<file path="config.mk">
export PLATFORM = sky130hd
export DESIGN_NAME = lcd_panel_timing_regs
export DESIGN_NICKNAME = d
export VERILOG_FILES = /design/src/hdl/lcd_ahb_front.v /design/src/hdl/lcd_irq_bank.v /design/src/hdl/lcd_panel_timing_regs.v
export VERILOG_INCLUDE_DIRS = /design/src /design/src/hdl
export SDC_FILE = /design/constraint.sdc
export NUM_CORES = 1
export LEC_CHECK = 0
export ABC_AREA = 1
export BUFFER_PORTS_ARGS = -buffer_cell sky130_fd_sc_hd__buf_2
export CAP_MARGIN = 0
export CORE_ASPECT_RATIO = 0.8
export CORE_MARGIN = 3
export CORE_UTILIZATION = 35
export CTS_CLUSTER_SIZE = 14
export DETAILED_ROUTE_END_ITERATION = 10
export PLACE_DENSITY = 0.48
export SLEW_MARGIN = 30
export SYNTH_ARGS = -nofsm -noshare
export SYNTH_HDL_FRONTEND = slang
export SYNTH_SLANG_ARGS = --single-unit
</file>
<file path="constraint.sdc">
create_clock -name I_MCLK -period 4.1 [get_ports I_MCLK]
set_input_delay 1.23 -clock I_MCLK [delete_from_list [all_inputs] [get_ports I_MCLK]]
set_output_delay 1.23 -clock I_MCLK [all_outputs]
set_load 0.005 [all_outputs]
</file>
<file path="src/hdl/lcd_timing_regs.vh">
// Purpose: Constants for the panel timing register block
// Assumes: Register index times four gives the AHB byte address
// Notes: Definitions only
`ifndef LCD_TIMING_REGS_VH
`define LCD_TIMING_REGS_VH

// ****************************************
// Register indices
// ****************************************
`define LCD_IDX_MODE 8'h03
`define LCD_IDX_HSIZE 8'h04
`define LCD_IDX_VSIZE_LO 8'h05
`define LCD_IDX_VSIZE_HI 8'h06
`define LCD_IDX_LP_START 8'h07
`define LCD_IDX_HBLANK 8'h08
`define LCD_IDX_FP_START 8'h09
`define LCD_IDX_VBLANK 8'h0A
`define LCD_IDX_IRQ_STATUS 8'h20
`define LCD_IDX_IRQ_MASK 8'h21

// ****************************************
// Field positions
// ****************************************
`define LCD_MODE_AM_BIT 7
`define LCD_VBLANK_STAT_BIT 7
`define LCD_EV_VBLANK 0
`define LCD_EV_FRAME 1
`define LCD_EV_LINE 2
`define LCD_EV_COUNT 3

// ****************************************
// Reset values and codes
// ****************************************
`define LCD_PSAVE_SLEEP 2'h0
`define LCD_PSAVE_NORMAL 2'h3
`define LCD_RST_HSIZE 7'h03
`define LCD_RST_VSIZE 10'h000
`define LCD_RST_LP_START 5'h00
`define LCD_RST_HBLANK 5'h00
`define LCD_RST_FP_START 6'h01
`define LCD_RST_VBLANK 6'h01

// ****************************************
// Timing counts
// ****************************************
`define LCD_HBLANK_ADD 8'h04
`define LCD_LP_ADD 8'h02
`define LCD_UNIT_LAST 3'h7

`endif

</file>
<file path="src/hdl/lcd_ahb_front.v">
// Purpose: AHB-Lite slave front end for the timing registers
// Assumes: Single whole-word transfers, always OKAY
// Notes: Writes zero wait, reads one wait state
`timescale 1ns/100ps
`default_nettype none
module lcd_ahb_front (
  input wire i_clk,
  input wire i_rst_n,
  input wire i_hsel,
  input wire [31:0] i_haddr,
  input wire [1:0] i_htrans,
  input wire i_hwrite,
  input wire i_hready,
  input wire [31:0] i_rd_data,
  output reg [31:0] o_hrdata,
  output wire o_hreadyout,
  output wire o_wr_en,
  output wire o_hit,
  output wire [7:0] o_idx
);

  reg pend_wr;
  reg pend_rd;
  reg rd_done;
  reg [31:0] addr;

  // Read waits one cycle so data comes from a flop
  assign o_hreadyout = ~(pend_rd & ~rd_done);
  assign o_wr_en = pend_wr;
  assign o_hit = (addr[31:10] == 22'h000000) && (addr[1:0] == 2'h0);
  assign o_idx = addr[9:2];

  // ****************************************
  // Address phase capture and read data
  // ****************************************
  always @(posedge i_clk)
  begin
    if (!i_rst_n)
    begin
      pend_wr <= 1'b0;
      pend_rd <= 1'b0;
      rd_done <= 1'b0;
      addr <= 32'h00000000;
      o_hrdata <= 32'h00000000;
    end
    else if (o_hreadyout && i_hready)
    begin
      pend_wr <= i_hsel & i_htrans[1] & i_hwrite;
      pend_rd <= i_hsel & i_htrans[1] & ~i_hwrite;
      rd_done <= 1'b0;
      addr <= i_haddr;
    end
    else if (!o_hreadyout)
    begin
      o_hrdata <= i_rd_data;
      rd_done <= 1'b1;
    end
  end

endmodule // lcd_ahb_front
`default_nettype wire

</file>
<file path="src/hdl/lcd_irq_bank.v">
// Purpose: Sticky event status with mask and one level interrupt
// Assumes: Write one to a status bit clears it
// Notes: A set in the clearing cycle wins
`timescale 1ns/100ps
`default_nettype none
`include "lcd_timing_regs.vh"
module lcd_irq_bank (
  input wire i_clk,
  input wire i_rst_n,
  input wire [`LCD_EV_COUNT-1:0] i_set,
  input wire i_clr_wr,
  input wire i_mask_wr,
  input wire [`LCD_EV_COUNT-1:0] i_wdata,
  output reg [`LCD_EV_COUNT-1:0] o_status,
  output reg [`LCD_EV_COUNT-1:0] o_mask,
  output reg o_irq
);

  genvar b;

  // ****************************************
  // Per event sticky bit and mask bit
  // ****************************************
  generate
    for (b = 0; b < `LCD_EV_COUNT; b = b + 1)
    begin : g_ev
      always @(posedge i_clk)
      begin
        if (!i_rst_n)
        begin
          o_status[b] <= 1'b0;
          o_mask[b] <= 1'b0;
        end
        else
        begin
          o_status[b] <= i_set[b] | (o_status[b] & ~(i_clr_wr & i_wdata[b]));
          if (i_mask_wr)
            o_mask[b] <= i_wdata[b];
        end
      end
    end
  endgenerate

  // Registered interrupt level
  always @(posedge i_clk)
  begin
    if (!i_rst_n)
      o_irq <= 1'b0;
    else
      o_irq <= |(o_status & o_mask);
  end

endmodule // lcd_irq_bank
`default_nettype wire

</file>
<file path="src/hdl/lcd_panel_timing_regs.v">
// Purpose: Panel geometry registers and line/frame sync timing
// Assumes: One pixel per I_MCLK cycle, 8-pixel timing units
// Notes: Registers reached over AHB-Lite at index times four
// Functional notes
// - Power-save field: 00 sleep, 11 normal
// - Ten-bit vertical size is line count minus one
// - Line pulse at (start+2)*8 after data
// - Horizontal blank lasts (field+4)*8 pixels
// - Frame pulse follows last line by field lines
// - Pulse start fields used only in active-matrix
// - Status bit high throughout vertical blank
// - Vertical blank lasts field count lines
//
// Our own choice: register access over AHB-Lite.
`timescale 1ns/100ps
`default_nettype none
`include "lcd_timing_regs.vh"
module lcd_panel_timing_regs (
  input wire I_MCLK,
  input wire I_RST_N,
  input wire I_HSEL,
  input wire [31:0] I_HADDR,
  input wire [1:0] I_HTRANS,
  input wire I_HWRITE,
  input wire [2:0] I_HSIZE,
  input wire [31:0] I_HWDATA,
  input wire I_HREADY,
  output wire [31:0] O_HRDATA,
  output wire O_HREADYOUT,
  output wire O_HRESP,
  output reg O_LINE_SYNC_PULSE,
  output reg O_FRAME_SYNC_PULSE,
  output reg O_DISPLAY_ACTIVE,
  output reg O_POWER_SAVE,
  output wire O_IRQ
);

  // ****************************************
  // Declarations
  // ****************************************
  wire wr_en;
  wire hit;
  wire [7:0] idx;
  reg [31:0] rd_data;
  reg [1:0] power_save_mode;
  reg active_matrix_mode;
  reg [6:0] horizontal_size;
  reg [9:0] vertical_size;
  reg [4:0] line_pulse_start;
  reg [4:0] horizontal_blank_period;
  reg [5:0] frame_pulse_start;
  reg [5:0] vertical_blank_period;
  reg [6:0] sh_hsize;
  reg [4:0] sh_hblank;
  reg [4:0] sh_lp_start;
  reg sh_am;
  reg [9:0] sh_vsize;
  reg [5:0] sh_vblank;
  reg [5:0] sh_fp_start;
  reg [2:0] pix;
  reg [7:0] unit;
  reg [10:0] line;
  reg vblank_status;
  wire running;
  wire [7:0] act_units;
  wire [7:0] line_units;
  wire [10:0] act_lines;
  wire [10:0] frame_lines;
  wire line_end;
  wire frame_end;
  wire in_hblank;
  wire in_vblank;
  wire [7:0] lp_unit;
  wire [10:0] fp_line;
  wire lp_now;
  wire fp_now;
  wire [`LCD_EV_COUNT-1:0] events;
  wire [`LCD_EV_COUNT-1:0] irq_status;
  wire [`LCD_EV_COUNT-1:0] irq_mask;
  wire clr_wr;
  wire mask_wr;

  // ****************************************
  // Bus front end and interrupt bank
  // ****************************************
  lcd_ahb_front u_front (
    .i_clk(I_MCLK),
    .i_rst_n(I_RST_N),
    .i_hsel(I_HSEL),
    .i_haddr(I_HADDR),
    .i_htrans(I_HTRANS),
    .i_hwrite(I_HWRITE),
    .i_hready(I_HREADY),
    .i_rd_data(rd_data),
    .o_hrdata(O_HRDATA),
    .o_hreadyout(O_HREADYOUT),
    .o_wr_en(wr_en),
    .o_hit(hit),
    .o_idx(idx)
  );

  // Status clear and mask writes
  assign clr_wr = wr_en & hit & (idx == `LCD_IDX_IRQ_STATUS);
  assign mask_wr = wr_en & hit & (idx == `LCD_IDX_IRQ_MASK);
  assign O_HRESP = 1'b0;

  lcd_irq_bank u_irq (
    .i_clk(I_MCLK),
    .i_rst_n(I_RST_N),
    .i_set(events),
    .i_clr_wr(clr_wr),
    .i_mask_wr(mask_wr),
    .i_wdata(I_HWDATA[`LCD_EV_COUNT-1:0]),
    .o_status(irq_status),
    .o_mask(irq_mask),
    .o_irq(O_IRQ)
  );

  // ****************************************
  // Register writes
  // ****************************************
  always @(posedge I_MCLK)
  begin
    if (!I_RST_N)
    begin
      power_save_mode <= `LCD_PSAVE_SLEEP;
      active_matrix_mode <= 1'b0;
      horizontal_size <= `LCD_RST_HSIZE;
      vertical_size <= `LCD_RST_VSIZE;
      line_pulse_start <= `LCD_RST_LP_START;
      horizontal_blank_period <= `LCD_RST_HBLANK;
      frame_pulse_start <= `LCD_RST_FP_START;
      vertical_blank_period <= `LCD_RST_VBLANK;
    end
    else if (wr_en && hit)
    begin
      case (idx)
        `LCD_IDX_MODE:
        begin
          power_save_mode <= I_HWDATA[1:0];
          active_matrix_mode <= I_HWDATA[`LCD_MODE_AM_BIT];
        end
        `LCD_IDX_HSIZE: horizontal_size <= I_HWDATA[6:0];
        `LCD_IDX_VSIZE_LO: vertical_size[7:0] <= I_HWDATA[7:0];
        `LCD_IDX_VSIZE_HI: vertical_size[9:8] <= I_HWDATA[1:0];
        `LCD_IDX_LP_START: line_pulse_start <= I_HWDATA[4:0];
        `LCD_IDX_HBLANK: horizontal_blank_period <= I_HWDATA[4:0];
        `LCD_IDX_FP_START: frame_pulse_start <= I_HWDATA[5:0];
        `LCD_IDX_VBLANK: vertical_blank_period <= I_HWDATA[5:0];
        default: power_save_mode <= power_save_mode;
      endcase
    end
  end

  // ****************************************
  // Register read mux
  // ****************************************
  always @*
  begin
    rd_data = 32'h00000000;
    if (hit)
    begin
      case (idx)
        `LCD_IDX_MODE:
          rd_data = {24'h000000, active_matrix_mode, 5'h00,
                     power_save_mode};
        `LCD_IDX_HSIZE: rd_data = {25'h0000000, horizontal_size};
        `LCD_IDX_VSIZE_LO: rd_data = {24'h000000, vertical_size[7:0]};
        `LCD_IDX_VSIZE_HI: rd_data = {30'h00000000, vertical_size[9:8]};
        `LCD_IDX_LP_START: rd_data = {27'h0000000, line_pulse_start};
        `LCD_IDX_HBLANK: rd_data = {27'h0000000, horizontal_blank_period};
        `LCD_IDX_FP_START: rd_data = {26'h0000000, frame_pulse_start};
        `LCD_IDX_VBLANK:
          rd_data = {24'h000000, vblank_status, 1'b0,
                     vertical_blank_period};
        `LCD_IDX_IRQ_STATUS: rd_data = {29'h00000000, irq_status};
        `LCD_IDX_IRQ_MASK: rd_data = {29'h00000000, irq_mask};
        default: rd_data = 32'h00000000;
      endcase
    end
  end

  // ****************************************
  // Geometry from boundary-sampled values
  // ****************************************
  assign running = (power_save_mode == `LCD_PSAVE_NORMAL);
  assign act_units = {1'b0, sh_hsize} + 8'h01;
  assign line_units = act_units + {3'h0, sh_hblank}
                      + `LCD_HBLANK_ADD;
  assign act_lines = {1'b0, sh_vsize} + 11'h001;
  assign frame_lines = act_lines + {5'h00, sh_vblank};
  assign line_end = (pix == `LCD_UNIT_LAST)
                    && (unit == line_units - 8'h01);
  assign frame_end = line_end && (line == frame_lines - 11'h001);
  assign in_hblank = (unit >= act_units);
  assign in_vblank = (line >= act_lines);

  // Pulse positions; start fields only in active-matrix
  assign lp_unit = sh_am ? act_units + {3'h0, sh_lp_start} + `LCD_LP_ADD
                   : act_units;
  assign fp_line = sh_am ? act_lines + {5'h00, sh_fp_start} - 11'h001
                   : act_lines;
  assign lp_now = running && (unit == lp_unit);
  assign fp_now = running && (sh_vblank != 6'h00) && (line == fp_line);

  // ****************************************
  // Shadow registers
  // ****************************************
  always @(posedge I_MCLK)
  begin
    if (!I_RST_N)
    begin
      sh_hsize <= `LCD_RST_HSIZE;
      sh_hblank <= `LCD_RST_HBLANK;
      sh_lp_start <= `LCD_RST_LP_START;
      sh_am <= 1'b0;
      sh_vsize <= `LCD_RST_VSIZE;
      sh_vblank <= `LCD_RST_VBLANK;
      sh_fp_start <= `LCD_RST_FP_START;
    end
    else
    begin
      // Horizontal values at line end, or every cycle while not running
      if (!running || line_end)
      begin
        sh_hsize <= horizontal_size;
        sh_hblank <= horizontal_blank_period;
        sh_lp_start <= line_pulse_start;
      end
      // Vertical values and panel type at frame end, or every cycle while not running
      if (!running || frame_end)
      begin
        sh_am <= active_matrix_mode;
        sh_vsize <= vertical_size;
        sh_vblank <= vertical_blank_period;
        sh_fp_start <= frame_pulse_start;
      end
    end
  end

  // ****************************************
  // Pixel, unit and line counters
  // ****************************************
  always @(posedge I_MCLK)
  begin
    if (!I_RST_N || !running)
    begin
      pix <= 3'h0;
      unit <= 8'h00;
      line <= 11'h000;
    end
    else
    begin
      pix <= pix + 3'h1;
      if (pix == `LCD_UNIT_LAST)
      begin
        if (line_end)
        begin
          unit <= 8'h00;
          if (frame_end)
            line <= 11'h000;
          else
            line <= line + 11'h001;
        end
        else
          unit <= unit + 8'h01;
      end
    end
  end

  // ****************************************
  // Registered panel outputs and vblank status
  // ****************************************
  always @(posedge I_MCLK)
  begin
    if (!I_RST_N)
    begin
      O_LINE_SYNC_PULSE <= 1'b0;
      O_FRAME_SYNC_PULSE <= 1'b0;
      O_DISPLAY_ACTIVE <= 1'b0;
      O_POWER_SAVE <= 1'b1;
      vblank_status <= 1'b0;
    end
    else
    begin
      O_LINE_SYNC_PULSE <= lp_now;
      O_FRAME_SYNC_PULSE <= fp_now;
      O_DISPLAY_ACTIVE <= running && !in_hblank && !in_vblank;
      O_POWER_SAVE <= !running;
      vblank_status <= running && in_vblank;
    end
  end

  // Leading edges raise sticky events
  assign events[`LCD_EV_VBLANK] = running && in_vblank && !vblank_status;
  assign events[`LCD_EV_FRAME] = fp_now && !O_FRAME_SYNC_PULSE;
  assign events[`LCD_EV_LINE] = lp_now && !O_LINE_SYNC_PULSE;

endmodule // lcd_panel_timing_regs
`default_nettype wire

</file>
# Word level (Yosys, flattened, before mapping)
# Cells that the tools add are included.
# classes
add_sub_neg	14
order_cmp	2
eq_ne	16
n_mux	6
bitwise_logic	25
n_reduce_logical	39
# ops
op	count
8-bit case mux with 10 select lines	1
8-bit by 3-bit equality test with 1-bit output (second input constant)	4
8-bit by 4-bit equality test with 1-bit output (second input constant)	3
8-bit two-way mux	3
11-bit by 6-bit adder with 11-bit output	2
11-bit equality test	2
22-bit logical NOT	1
11-bit two-way mux	2
11-bit by 1-bit subtractor with 11-bit output (second input constant)	2
2-bit AND reduction	10
8-bit by 5-bit adder with 8-bit output	2
8-bit by 6-bit equality test with 1-bit output (second input constant)	2
8-bit equality test	2
1-bit logical AND	14
1-bit AND	13
10-bit by 1-bit adder with 11-bit output (second input constant)	1
11-bit by 1-bit adder with 11-bit output (second input constant)	1
11-bit greater-or-equal comparator	1
7-bit by 1-bit adder with 8-bit output (second input constant)	1
8-bit by 1-bit adder with 8-bit output (second input constant)	1
8-bit by 2-bit adder with 8-bit output (second input constant)	1
8-bit by 3-bit adder with 8-bit output (second input constant)	1
8-bit by 2-bit equality test with 1-bit output (second input constant)	1
8-bit greater-or-equal comparator	1
other kinds (13)	30
# totals
ff_bits	183
inputBits	74
out_inout_bits	39

# Longest topological paths before layout
# logic_depth
depth_word	8
depth_mapped	26

# Cells and area by module
# A second synthesis with hierarchy kept.
# unflattened
hier_cells	1537
area_unflattened_um2	10566.4
# by_module_without_submodules
module	n_inst	cells_per_inst	area_per_inst_um2
lcd_panel_timing_regs	1	1178	7795.0
lcd_ahb_front	1	323	2513.7
lcd_irq_bank	1	36	257.7

# Worst setup path before layout
# No wires, ideal clock.
# synth_timing
kind	register -> register
start	register sh_hsize[0]
end	register sh_vsize[4]
setup_ps	115
arrival_time_ps	3021
required_ps	3985
path_slack_ps	964
stages_incl_launch_ff	20
path_buffers	1
path_cell_list	dfxtp_1 ha_1 inv_1 ha_1 inv_1 ha_1 inv_1 fa_1 o21ai_0 xor2_1 inv_1 nand2_1 nand2_1 nor2_1 nand4_4 nor2_8 nand2_4 buf_6 a21oi_1 nor2_1
# synth_between
elab_chain_cells	8
# synth_lines
item	line	source
start, declared	lcd_panel_timing_regs.v:53	reg [6:0] sh_hsize;
start signal, assigned	lcd_panel_timing_regs.v:213	sh_hsize <= `LCD_RST_HSIZE;
start signal, assigned	lcd_panel_timing_regs.v:226	sh_hsize <= horizontal_size;
7-bit by 1-bit adder with 8-bit output	lcd_panel_timing_regs.v:187	assign act_units = {1'b0, sh_hsize} + 8'h01;
8-bit by 5-bit adder with 8-bit output	lcd_panel_timing_regs.v:188	assign line_units = act_units + {3'h0, sh_hblank}
8-bit by 3-bit adder with 8-bit output (no source line)	--	
8-bit by 1-bit subtractor with 8-bit output	lcd_panel_timing_regs.v:193	&& (unit == line_units - 8'h01);
8-bit equality test	lcd_panel_timing_regs.v:193	
1-bit logical AND	lcd_panel_timing_regs.v:192	assign line_end = (pix == `LCD_UNIT_LAST)
1-bit logical AND	lcd_panel_timing_regs.v:194	assign frame_end = line_end && (line == frame_lines - 11'h001);
1-bit logical OR	lcd_panel_timing_regs.v:231	if (!running || frame_end)
end signal, assigned	lcd_panel_timing_regs.v:217	sh_vsize <= `LCD_RST_VSIZE;
end signal, assigned	lcd_panel_timing_regs.v:234	sh_vsize <= vertical_size;
end, declared	lcd_panel_timing_regs.v:57	reg [9:0] sh_vsize;
# No other way between the ends.
# A chain may end at the register's enable or synchronous reset.

# Worst setup path in the final report
# layout_timing
start	register sh_vsize[1]
end	register sh_vblank[3]
# layout_between
elab_chain_cells	6
# layout_lines
item	line	source
10-bit by 1-bit adder with 11-bit output	lcd_panel_timing_regs.v:190	assign act_lines = {1'b0, sh_vsize} + 11'h001;
11-bit by 6-bit adder with 11-bit output	lcd_panel_timing_regs.v:191	assign frame_lines = act_lines + {5'h00, sh_vblank};
11-bit by 1-bit subtractor with 11-bit output	lcd_panel_timing_regs.v:194	
11-bit equality test	lcd_panel_timing_regs.v:194	
1-bit logical AND	lcd_panel_timing_regs.v:194	
1-bit logical OR	lcd_panel_timing_regs.v:231	
end signal, assigned	lcd_panel_timing_regs.v:218	sh_vblank <= `LCD_RST_VBLANK;
end signal, assigned	lcd_panel_timing_regs.v:235	sh_vblank <= vertical_blank_period;
end, declared	lcd_panel_timing_regs.v:58	reg [5:0] sh_vblank;
# No other way between the ends.

==> results.yml <==
floorplanning:
  floorplan.die_area_sq_um: 30160
  number_of_primary_i_o_pins: 113
  die_height_um: 155.9
  num_rows: 54
  die_width_um: 193.4
  start_util_pct: 35.85
  core_sq_um: 27430
clock_tree:
  cts_tree: "done"
  post_cts.repair.setup_buffers: 0
  clock_tree.root_cell: "sky130_fd_sc_hd__clkbuf_16"
  worstSkewPairLatency_ps: 430
  cts_buffers: 17
  cts.sink_count: 159
  clk_pin_slew_worst_paths_ps: 70
  htree_levels: 4
  hold_buffers: 0
  cts_resized: 0
  ctsLongestPathBuffers: 2
cells_and_area:
  finish.net_count: 1617
  layout-drive-gt1-share_pct: 10.25
  syn2layout_area_growth_pct: 12.10
  diodes_inserted: 0
  finalNonFillerCells: 1857
critical_path:
  max_stage_delay_ps: 490
  critical_path_peak_fanout: 7
  kind_of_critical_path: "reg2reg"
  depth_of_the_critical_timing_path_with_buffers_and_inverters_included: 18
  ff2ff_setup_slack_ps: 470
  critical_path.reg2reg.startpoint: "sh_vsize[1]"
  worstPathArrival_ps: 3950
  crit_path_cell_trace: "nand2_1, nor2_2, nand4_2, xor2_1, inv_1, ha_1, nand2_1, o21ai_0, a21o_1, xor2_1, inv_1, nor2_1, nand3_1, nor2_4, nand2_4, buf_4, a21oi_1, nor2_1"
  timing.critical_path.from_type: "flop"
  startpoint: "sh_vsize[1]"
  worst_setup_path_endpoint: "sh_vblank[3]"
  critPathRequiredTime_ps: 4420
  slowest_stage: "sky130_fd_sc_hd__ha_1"
  critical_path.endpoint_type: "flop"
  cp_top_family: "simple AND/OR/NAND/NOR gates"
  path_buf_inv: 3
  ff2ff_path_depth: 18
  regToRegEndpoint: "sh_vblank[3]"
logic_synthesis:
  ys_seq_area_share_pct: 32.37
  async_reset_ff_share_pct: 0
  synth.area.mux_share_pct: 0
  synth_top_family_by_area: "simple AND/OR/NAND/NOR gates"
  yosys.cell_count.top_type: "sky130_fd_sc_hd__nand2_1"
  synthSimpleGateAreaFrac_pct: 28.80
  yosysUniqueCellTypes: 55
  yosys-top-cells-count: "sky130_fd_sc_hd__nand2_1 (294), sky130_fd_sc_hd__inv_1 (176), sky130_fd_sc_hd__dfxtp_1 (159), sky130_fd_sc_hd__nor2_1 (155), sky130_fd_sc_hd__a21oi_1 (119)"
  yosys.area_share.xor_xnor_pct: 4.033
  yosysTopAreaCellShare_pct: 32.37
  ys_ff_latch: 159
  synth_edf_count: 0
  dominant_register_cell_in_the_synthesized_netlist: "sky130_fd_sc_hd__dfxtp_1"
  synth_adder_area_share_pct: 8.321
  average_size_of_a_mapped_cell_sq_um: 6.877
  synth_top_cell_by_area: "sky130_fd_sc_hd__dfxtp_1"
  synthesis.instances: 1430
  synthesis.area_sq_um: 9834
  synth_compound_gate_area_share_pct: 15.36
  yosys_warnings: 0
  largest_cells_by_area_after_synthesis: "sky130_fd_sc_hd__dfxtp_1 (32%), sky130_fd_sc_hd__nand2_1 (11%), sky130_fd_sc_hd__ha_1 (7.5%), sky130_fd_sc_hd__inv_1 (6.7%), sky130_fd_sc_hd__a21oi_1 (6.1%)"
timing:
  setup_viol: 0
  worst-slew-pin-transition_ps: 837.1
  final_hold_violations: 0
  relSlewSlack_pct: 43.85
  totalNegativeSetupSlack_ps: 0
  timing.hold.ws_ps: 429.6
  rsz_0062_raised_after_global_routing: "no"
  max_slew_violation_count: 0
  finClkSkew_ps: 8.925
  final_period_minus_worst_setup_slack_ps: 3634
  achievable-frequency_mhz: 275.1
  min_period_over_period_pct: 88.64
route:
  route.final.wire_length_um: 28090
  via_total_after_detailed_routing: 8992
  via_count_normalized_by_instance_count: 4.842
  dr.pass1.iters: 5
  drtIter0Drc: 591
  avgRoutedWirePerCell_um: 15.13
  drcViolationCount: 0
  postRouteAntennaNets: 0
hold_path:
  min_path_type: "reg2reg"
global_routing:
  grt_max_degree: 106
  vias_in_the_first_global_route: 8326
  grt_first_pass_wirelength_um: 45720
  globalRoute.totalOverflow: 0
  antenna_found_initial: 0
  groute.usage.overall_pct: 18.92
power_and_ir_drop:
  static-leakage-power_nw: 4.925
  power-per-cell-area_nw_per_um2: 306.2
  power.total_w: 0.003376
  worst_ir_drop_vdd_mv: 0.2897
job:
  timing.max_cap.violations: 0
place:
  dp_hpwl_um: 21610
  globalplace.congestion: 0.8562
  placement.io_buffers: 59
  dpl.cell_count: 1825
status:
  run_status: "finished clean"
## metrics by stage
step | util [%] | setup slack (ps) | cell area (sq um)
2_1_floorplan | - | 963.9 | 9925
3_3_place_gp | 38.03 | 549.0 | 10430
3_5_place_dp | 38.03 | 531.2 | 10430
4_1_cts | 40.18 | 507.3 | 11020
5_1_grt | 40.19 | 82.02 | 11020
6_report | 40.19 | 465.6 | 11020
## per-layer routing
layer / up-vias / wire, um / global-route usage [%]
met2: 168 / 10780 / 26.08
met1: 4060 / 15690 / 30.16
met5: - / 0 / 0
li1: 4749 / - / -
met4: 0 / 231 / 3.339
met3: 15 / 1395 / 3.821
## sequential cells by signal, summed over array words and instances, names as in the netlist, 6 cells and up
signal and cells:
sh_hsize 7, vertical_blank_period 6, frame_pulse_start 6, sh_vsize 10
u_front.o_hrdata 8, sh_fp_start 6, horizontal_size 7, sh_vblank 6
line 11, unit 8, u_front.addr 32, vertical_size 10
## how the worst min path moves through the flow
| stage | from | to | slack, ps | cells after the start |
|---|---|---|---|---|
| 6_report | pix[0] | pix[0] | 430 | 1 |
| 3_5_place_dp | pix[0] | pix[0] | 420 | 1 |
| 2_1_floorplan | pix[0] | pix[0] | 400 | 1 |
| 3_3_place_gp | pix[0] | pix[0] | 410 | 1 |
| 5_1_grt | pix[0] | pix[0] | 450 | 1 |
| 4_1_cts | pix[0] | pix[0] | 430 | 1 |
## kinds of logic (layout without fill, tap and decap cells)
group	after synthesis	after routing
buffers and inverters	253	292
flip-flops	159	159
AND/OR/NAND/NOR	636	636
other	1	25
adder cells (fa/ha/maj)	63	63
AO/OA/AOI/OAI	276	276
XOR/XNOR	42	42
## where the power goes
group | total, W | leakage (nW) | internal, W | switching (W)
clock | 0.00162 | 0.290 | 0.000938 | 0.000685
sequential | 0.00159 | 1.29 | 0.00157 | 0.0000150
combinational | 0.000165 | 3.35 | 0.0000554 | 0.000109
## cell usage in the layout (no fill, tap or decap), drive strengths merged, types with 2 or more instances in the layout
master | Yosys | final
o22ai | 11 | 11
nor4 | 9 | 9
o21a | 3 | 3
nand3b | 4 | 4
nand3 | 113 | 113
o21ai | 105 | 105
fa | 4 | 4
nor2 | 161 | 161
a21boi | 2 | 2
xor2 | 31 | 31
o31ai | 2 | 2
conb | 1 | 25
clkinv | 3 | 8
o21bai | 2 | 2
a21oi | 119 | 119
nor3 | 18 | 18
and2 | 2 | 2
xnor2 | 10 | 10
a221oi | 5 | 5
dfxtp | 159 | 159
ha | 59 | 59
clkbuf | 31 | 21
buf | 42 | 80
a21o | 2 | 2
o211ai | 11 | 11
or2 | 7 | 7
and3 | 3 | 3
a211oi | 9 | 9
inv | 177 | 180
bufinv | 0 | 2
nand2 | 304 | 304
nand4 | 13 | 13
## layout make-up
| cell class | instances | area [sq um] |
|---|---|---|
| clock buffers | 21 | 460.4 |
| fillers | 2964 | 16410 |
| multi-input cells | 1042 | 5652 |
| clock inverters | 11 | 128.9 |
| repair buffers | 80 | 469.2 |
| flip-flops and latches | 159 | 3183 |
| well taps | 364 | 455.4 |
| inverters | 180 | 675.6 |
No activity file was read; power rests on OpenSTA's default activity.
